[config.mk]
export PLATFORM = sky130hd
export DESIGN_NAME = rdi_decrement_unit
export DESIGN_NICKNAME = d
export VERILOG_FILES = /design/src/hdl/rdi_reg_file.v /design/src/hdl/rdi_decrement_unit.v
export VERILOG_INCLUDE_DIRS = /design/src /design/src/shared
export SDC_FILE = /design/constraint.sdc
export NUM_CORES = 2
export LEC_CHECK = 0
export BUFFER_PORTS_ARGS = -buffer_cell sky130_fd_sc_hd__buf_2
export CAP_MARGIN = 20
export CORE_UTILIZATION = 41
export CTS_BUF_LIST = sky130_fd_sc_hd__clkbuf_16
export CTS_CLUSTER_SIZE = 28
export DETAILED_ROUTE_END_ITERATION = 10
export PLACE_DENSITY = 0.64
export RECOVER_POWER = 50
export SYNTH_ARGS = -nofsm -noshare
export SYNTH_HDL_FRONTEND = slang
export SYNTH_SLANG_ARGS = --single-unit
[constraint.sdc]
create_clock -name clk -period 39.8 [get_ports clk]
set_clock_uncertainty 0.05 [all_clocks]
set_input_delay 7.96 -clock clk [delete_from_list [all_inputs] [get_ports clk]]
set_output_delay 7.96 -clock clk [all_outputs]
set_load 0.01 [all_outputs]
[src/shared/rdi_defs.vh]
// Constants for the register decrement instruction unit
`ifndef RDI_DEFS_VH
`define RDI_DEFS_VH

// ------------------------------------------------------------
// Instruction word layout
// ------------------------------------------------------------
`define RDI_INSTR_W 14
`define RDI_OPC_HI 13
`define RDI_OPC_LO 8
`define RDI_OPC_DECREMENT 6'h03
`define RDI_DEST_BIT 7
`define RDI_IDX_HI 6
`define RDI_IDX_LO 0

// ------------------------------------------------------------
// Destination select encodings
// ------------------------------------------------------------
`define RDI_DEST_ACC 1'h0
`define RDI_DEST_REG 1'h1

// ------------------------------------------------------------
// Status flag layout and reset values
// ------------------------------------------------------------
`define RDI_ZERO_BIT 2
`define RDI_STATUS_RST 8'h00
`define RDI_ACC_RST 8'h00
`define RDI_DATA_RST 8'h00
`define RDI_DEC_STEP 8'h01

// ------------------------------------------------------------
// Sequencer states
// ------------------------------------------------------------
`define RDI_ST_IDLE 2'h0
`define RDI_ST_READ 2'h1
`define RDI_ST_WRITE 2'h2

`endif

[src/hdl/rdi_reg_file.v]
// Flip-flop register file with one write port and two read ports
`timescale 1ns/1ns
`include "rdi_defs.vh"

module rdi_reg_file #(
	parameter DEPTH = 128,
	parameter ADDR_W = 7,
	parameter DATA_W = 8
) (
	input wire clk,
	input wire rst,
	input wire wrEn,
	input wire [ADDR_W-1:0] wrAddr,
	input wire [DATA_W-1:0] wrData,
	input wire [ADDR_W-1:0] rdAddrA,
	output wire [DATA_W-1:0] rdDataA,
	input wire [ADDR_W-1:0] rdAddrB,
	output wire [DATA_W-1:0] rdDataB
);

	// ------------------------------------------------------------
	// Storage
	// ------------------------------------------------------------
	wire [DATA_W-1:0] entryQ [0:DEPTH-1];

	genvar gi;
	generate
		for (gi = 0; gi < DEPTH; gi = gi + 1)
		begin : gEntry
			// Index held at the address width so the compare matches bit for bit
			localparam integer CELL_NUM = gi;
			localparam [ADDR_W-1:0] CELL_IDX = CELL_NUM[ADDR_W-1:0];
			reg [DATA_W-1:0] cell_q;
			always @(posedge clk or posedge rst)
			begin
				if (rst)
					cell_q <= `RDI_DATA_RST;
				else if (wrEn && (wrAddr == CELL_IDX))
					cell_q <= wrData;
			end
			assign entryQ[gi] = cell_q;
		end
	endgenerate

	// ------------------------------------------------------------
	// Read ports
	// ------------------------------------------------------------
	// Reads are combinational so the sequencer sees a write on the next cycle
	assign rdDataA = entryQ[rdAddrA];
	assign rdDataB = entryQ[rdAddrB];

endmodule

[src/hdl/rdi_decrement_unit.v]
// Decode and execute unit for the register decrement operation
//
// Overview of operation
// - Operand holds 7-bit register index 0..127 and one-bit destination select.
// - Read the addressed register, subtract one, deliver result to chosen destination.
// - Destination zero writes the accumulator; the addressed register stays unchanged.
// - Destination one writes the result back into the addressed register.
// - Only the zero flag changes; all other status flags keep their values.
`timescale 1ns/1ns
`include "rdi_defs.vh"

module rdi_decrement_unit #(
	parameter DEPTH = 128,
	parameter ADDR_W = 7,
	parameter DATA_W = 8
) (
	input wire clk,
	input wire rst,
	input wire instrValid,
	input wire [`RDI_INSTR_W-1:0] instrWord,
	input wire accLoadEn,
	input wire [DATA_W-1:0] accLoadData,
	input wire statusLoadEn,
	input wire [DATA_W-1:0] statusLoadData,
	input wire regLoadEn,
	input wire [ADDR_W-1:0] regLoadAddr,
	input wire [DATA_W-1:0] regLoadData,
	input wire [ADDR_W-1:0] regPeekAddr,
	output reg [DATA_W-1:0] regPeekData_q,
	output reg [DATA_W-1:0] acc_q,
	output reg [DATA_W-1:0] status_q,
	output reg [DATA_W-1:0] result_q,
	output reg busy_q,
	output reg done_q,
	output reg reject_q
);

	// ------------------------------------------------------------
	// Decode
	// ------------------------------------------------------------
	wire isDecrement;
	wire instrDest;
	wire [ADDR_W-1:0] instrIdx;

	assign isDecrement = (instrWord[`RDI_OPC_HI:`RDI_OPC_LO] == `RDI_OPC_DECREMENT);
	assign instrDest = instrWord[`RDI_DEST_BIT];
	assign instrIdx = instrWord[`RDI_IDX_HI:`RDI_IDX_LO];

	// ------------------------------------------------------------
	// Sequencer state
	// ------------------------------------------------------------
	localparam [1:0] ST_IDLE = `RDI_ST_IDLE;
	localparam [1:0] ST_READ = `RDI_ST_READ;
	localparam [1:0] ST_WRITE = `RDI_ST_WRITE;

	reg [1:0] state_q;
	reg [1:0] state_d;
	reg opDest_q;
	reg [ADDR_W-1:0] opIdx_q;
	reg [DATA_W-1:0] operand_q;

	wire [DATA_W-1:0] rfReadData;
	wire [DATA_W-1:0] rfPeekData;
	wire [DATA_W-1:0] decResult;
	wire resultZero;
	wire inIdle;
	wire inRead;
	wire inWrite;
	wire startOp;

	assign inIdle = (state_q == ST_IDLE);
	assign inRead = (state_q == ST_READ);
	assign inWrite = (state_q == ST_WRITE);
	assign startOp = inIdle && instrValid && isDecrement;

	// Eight-bit subtraction drops the borrow, so 8'h00 becomes 8'hff
	assign decResult = operand_q - `RDI_DEC_STEP;
	assign resultZero = (decResult == `RDI_DATA_RST);

	always @*
	begin
		state_d = state_q;
		case (state_q)
			ST_IDLE:
			begin
				if (startOp)
					state_d = ST_READ;
			end
			ST_READ:
			begin
				state_d = ST_WRITE;
			end
			ST_WRITE:
			begin
				state_d = ST_IDLE;
			end
			default:
			begin
				state_d = ST_IDLE;
			end
		endcase
	end

	always @(posedge clk or posedge rst)
	begin
		if (rst)
			state_q <= ST_IDLE;
		else
			state_q <= state_d;
	end

	// ------------------------------------------------------------
	// Operand capture
	// ------------------------------------------------------------
	// Fields are latched so the instruction bus may change while busy
	always @(posedge clk or posedge rst)
	begin
		if (rst)
		begin
			opDest_q <= `RDI_DEST_ACC;
			opIdx_q <= {ADDR_W{1'b0}};
		end
		else if (startOp)
		begin
			opDest_q <= instrDest;
			opIdx_q <= instrIdx;
		end
	end

	always @(posedge clk or posedge rst)
	begin
		if (rst)
			operand_q <= `RDI_DATA_RST;
		else if (inRead)
			operand_q <= rfReadData;
	end

	// ------------------------------------------------------------
	// Register file
	// ------------------------------------------------------------
	reg rfWrEn;
	reg [ADDR_W-1:0] rfWrAddr;
	reg [DATA_W-1:0] rfWrData;

	// Preloads are only taken while idle so they never race the write-back
	always @*
	begin
		rfWrEn = 1'b0;
		rfWrAddr = opIdx_q;
		rfWrData = decResult;
		if (inWrite)
		begin
			rfWrEn = (opDest_q == `RDI_DEST_REG);
			rfWrAddr = opIdx_q;
			rfWrData = decResult;
		end
		else if (inIdle && regLoadEn)
		begin
			rfWrEn = 1'b1;
			rfWrAddr = regLoadAddr;
			rfWrData = regLoadData;
		end
	end

	rdi_reg_file #(
		.DEPTH(DEPTH),
		.ADDR_W(ADDR_W),
		.DATA_W(DATA_W)
	) uRegFile (
		.clk(clk),
		.rst(rst),
		.wrEn(rfWrEn),
		.wrAddr(rfWrAddr),
		.wrData(rfWrData),
		.rdAddrA(opIdx_q),
		.rdDataA(rfReadData),
		.rdAddrB(regPeekAddr),
		.rdDataB(rfPeekData)
	);

	// ------------------------------------------------------------
	// Accumulator
	// ------------------------------------------------------------
	always @(posedge clk or posedge rst)
	begin
		if (rst)
			acc_q <= `RDI_ACC_RST;
		else if (inWrite && (opDest_q == `RDI_DEST_ACC))
			acc_q <= decResult;
		else if (inIdle && accLoadEn)
			acc_q <= accLoadData;
	end

	// ------------------------------------------------------------
	// Status flags
	// ------------------------------------------------------------
	// The write-back touches one bit; a preload can change any bit while idle
	always @(posedge clk or posedge rst)
	begin
		if (rst)
			status_q <= `RDI_STATUS_RST;
		else if (inWrite)
			status_q[`RDI_ZERO_BIT] <= resultZero;
		else if (inIdle && statusLoadEn)
			status_q <= statusLoadData;
	end

	// ------------------------------------------------------------
	// Result and handshake outputs
	// ------------------------------------------------------------
	always @(posedge clk or posedge rst)
	begin
		if (rst)
			result_q <= `RDI_DATA_RST;
		else if (inWrite)
			result_q <= decResult;
	end

	always @(posedge clk or posedge rst)
	begin
		if (rst)
		begin
			busy_q <= 1'b0;
			done_q <= 1'b0;
			reject_q <= 1'b0;
		end
		else
		begin
			busy_q <= (state_d != ST_IDLE);
			done_q <= inWrite;
			reject_q <= inIdle && instrValid && !isDecrement;
		end
	end

	// ------------------------------------------------------------
	// Register peek port
	// ------------------------------------------------------------
	// One cycle of latency keeps the output straight from a flip-flop
	always @(posedge clk or posedge rst)
	begin
		if (rst)
			regPeekData_q <= `RDI_DATA_RST;
		else
			regPeekData_q <= rfPeekData;
	end

endmodule

==> flow_summary.rst <==
.. list-table::
   :header-rows: 1

   * - Metric
     - Value
   * - Run status
     - finished with violations
   * - Violations in the final reports
     - max-capacitance violations, max-slew violations
   * - Number of buffer and inverter instances along the worst setup path
     - 3
   * - Ys flop type
     - dfrtp_1
   * - Cell area power density
     - between 50 and 60 mW/mm2
   * - Overall routed net length
     - between 150 and 200 mm
   * - Largest family of logic cells by synthesized area
     - multiplexers
   * - CTS max path bufs
     - 3
   * - Final Hold Viols
     - 0
   * - I/O pin total
     - 93
   * - Sort of element at the start of the critical path
     - input port
   * - Crit Path Category
     - input port to async pin
   * - Data arrival time at the worst-slack endpoint
     - around 17 ns
   * - Antenna-violating nets left
     - 0
   * - CTS tree
     - built
   * - Clock latency of the later-clocked register in the worst-skew pair
     - approximately 0.75 ns
   * - Maximum vdd drop
     - 0.03770 mV
   * - Ys Warns
     - 0
   * - Number of max-capacitance violations reported
     - 15
   * - Cts bufs inserted
     - approximately 120
   * - Net count reported at finish
     - 3870
   * - Leakage power
     - about 27 nW
   * - Critical-path top delay cell
     - clkbuf_1
   * - Global-route congestion overflow total
     - 0
   * - Die outline area
     - approximately 0.14 mm2
   * - Global-route wire length before repair
     - 265.6 mm
   * - CTS Hold Bufs
     - 0
   * - Number of nets in the synthesized netlist
     - roughly 3900
   * - Die height
     - 379.6 um
   * - Commonest non-fill, non-tap cell in the layout
     - dfrtp_1
   * - Post-Syn Area per Cell
     - ~15 um2
   * - Synthesized-area fraction occupied by xor and xnor cells
     - 0.08987%
   * - Basic-gate share of the synthesized area counting and, or, nand and nor cells
     - about 5.1%
   * - Critical path, cell by cell
     - buf_2 > clkinvlp_2 > clkbuf_1
   * - Area share of fa/ha/maj cells after synthesis
     - less than 1%
   * - Post-detailed-route wirelength per cell
     - about 31 um
   * - Biggest fanout along the worst timing path
     - approximately 160
   * - Mapped Cells
     - 3856
   * - Post-detailed-placement half-perimeter wirelength
     - about 120 mm
   * - Worst Path Required
     - between 30 and 40 ns
   * - Actual slew at the worst max-slew pin
     - ~8.4 ns
   * - Filler cells
     - 12610
   * - Highest-count cells in the layout ignoring fill and taps
     - dfrtp_1, mux2_2, mux4_2, mux2i_1, clkbuf_16
   * - Placed cell areas
     - 0.06044 mm2
   * - Synth-to-layout area growth
     - 8.733%
   * - Tightest slew margin relative to the limit
     - -457.0%
   * - Final standard cell utilization of the core
     - between 40% and 50%
   * - Critical path endpoint category
     - async pin
   * - Total area of multi-input combinational cells
     - about 0.03 mm2
   * - Antenna violations before repair
     - 9
   * - # DRC
     - 0
   * - Row count
     - ~140
   * - Pin count of the biggest net entering global routing
     - approximately 160
   * - Multiplexer share of the synthesized area
     - between 40% and 50%
   * - Class of the most critical hold timing path
     - flop to flop
   * - Setup repair after global routing missed its margin
     - false
   * - Biggest cell delay along the critical path
     - about 6.0 ns
   * - Sequential element share of the synthesized area
     - between 40 and 50%
   * - Number of register bits inferred by synthesis
     - between 1000 and 1500
   * - Tmin final
     - around 19 ns
   * - Post-CTS repair timing setup buffer count
     - 0
   * - Footprint of the flip-flops and latches
     - roughly 0.027 mm2
   * - Final worst path period share
     - 47.51%
   * - Setup TNS after final layout
     - 0 ns
   * - Drt first pass iters
     - 5
   * - Iter 0 DRT Violations
     - approximately 3700
   * - Clock root buffer
     - clkbuf_16
   * - Overall fraction of global-route tracks in use
     - 25.03%
   * - Initial Util
     - between 40% and 50%
   * - Final cell area excluding filler cells
     - 0.06358 mm2
   * - Average vias per placed instance
     - 6.339
   * - Number of unique standard cell types used by synthesis
     - 67
   * - Cell Area, Synth
     - roughly 0.06 mm2
   * - Core Footprint
     - 0.1416 mm2
   * - Count of input and output buffers
     - 92
   * - Cell class contributing the biggest share of worst-path delay
     - buffers and inverters
   * - Vias
     - between 30000 and 40000
   * - Total clock sinks
     - between 1000 and 1500
   * - Number of flops mapped to enable cells by yosys
     - 0
   * - H-tree Lvls
     - 3
   * - Number of global-route vias before repair
     - approximately 37000
   * - Share of synthesized registers carrying an async set or reset
     - 100.0%
   * - Number of pins exceeding their max-slew limit in the final report
     - 914
   * - Cts repair resizes
     - 0
   * - Max Clock Freq
     - roughly 53 MHz
   * - Fraction of layout cells with a size suffix above 1
     - 46.83%
   * - Final weighted congestion in routability-driven placement
     - ~0.88
   * - Die width
     - roughly 380 um
   * - Reg clk slew, reported paths
     - ~0.060 ns
   * - Count of endpoints failing setup in the final report
     - 0
   * - Compound-gate portion of the synthesized area
     - between 3 and 4%
-- synth_stat cells, drive strengths merged (4+ instances only) --
cell | n | area share, %
mux2i | 193 | 3.3
nand2 | 107 | 0.92
a21o | 4 | 0.064
inv | 10 | 0.064
dfrtp | 1077 | 46
a22o | 8 | 0.12
o22ai | 67 | 0.72
o221ai | 56 | 0.84
mux4 | 502 | 19
nor2 | 169 | 2.7
nand3b | 6 | 0.077
or2 | 6 | 0.064
nor4 | 8 | 0.086
a41oi | 4 | 0.060
o21ai | 39 | 0.33
buf | 129 | 1.4
clkbuf | 199 | 1.3
o21a | 10 | 0.13
nor2b | 4 | 0.043
o41ai | 7 | 0.10
a31oi | 4 | 0.043
nand3 | 46 | 0.39
and2 | 25 | 0.27
nor3 | 18 | 0.15
a21oi | 45 | 0.39
nand2b | 13 | 0.14
mux2 | 1038 | 20
a221oi | 11 | 0.16
a22oi | 9 | 0.12
and3 | 4 | 0.043
-- flip-flops by register name (all words and copies together) (netlist names) --
register / cells
uRegFile.gEntry.cell_q: 1024
acc_q: 8
operand_q: 8
regPeekData_q: 8
result_q: 8
status_q: 8
opIdx_q: 7
state_q: 2
busy_q: 1
done_q: 1
opDest_q: 1
reject_q: 1
-- final timing paths --
check                      slack [ns]                       endpoint   startpoint  cells after the start
max                             20.89                     opIdx_q[2]          rst                      3
min                              0.43                    result_q[7]  result_q[7]                      2
max reg2reg                     27.64                   operand_q[0]   opIdx_q[0]                      9
min reg2reg                      0.43                    result_q[7]  result_q[7]                      2
max in group clk                26.19  uRegFile.gEntry[72].cell_q[4]    regLoadEn                      7
min in group asynchronous        8.64  uRegFile.gEntry[13].cell_q[4]          rst                      2
-- per-layer routing --
metal / GRT usage (%) / part of all wire (%) / vias up / wire length, um
met1: 34.98 / 42 / 19860 / 75050
met4: 10.32 / 4.3 / 12 / 7826
met2: 37.22 / 45 / 1616 / 81140
met5: 0 / 0.039 / - / 71
li1: - / - / 14910 / -
met3: 6.238 / 8.9 / 332 / 16110
-- tightest hold or removal path: stages (launching register included) --
cell     delay [ns]
dfrtp_1        0.34
nand2_1        0.04
o21ai_0        0.06
-- cells by family after synthesis --
kind of cell               count (synthesis)
muxes                                   1733
DFF                                     1077
and+or+nand+nor                          419
buffers and inverters                    338
AOI/OAI and AO/OA                        281
xor gates and xnor gates                   6
adders and majority gates                  2
-- per-stage QoR --
stage                     cells  setup WS (ns)  hold WS (ns)  power, W
after floorplan            3856          1.471        0.4166  0.001963
after global placement     5579          26.70        0.4073  0.002222
after detailed placement   5580          26.65        0.4219  0.002239
after CTS                  5790          27.44        0.4355  0.003325
after global routing       5791          18.26        0.4681  0.003441
final                      5794          20.89        0.4296  0.003316
-- final cells by class --
cell class / instances / share of cell area (%)
Clock buffer: 119 / 4.684
Clock inverter: 91 / 1.214
Timing Repair Buffer: 163 / 1.506
Multi-Input combinational cell: 2441 / 46.40
Antenna cell: 3 / 0.01181
Inverter: 10 / 0.06101
Tap cell: 1890 / 3.720
Sequential cell: 1077 / 42.40
-- power breakdown --
part	leakage (nW)	switching, W	internal, W	total [W]
clock	1.93	0.000461	0.000621	0.00108
combinational	11.0	0.000441	0.000379	0.000821
sequential	14.5	0.000147	0.00127	0.00141
(Power assumes the default switching activity.)
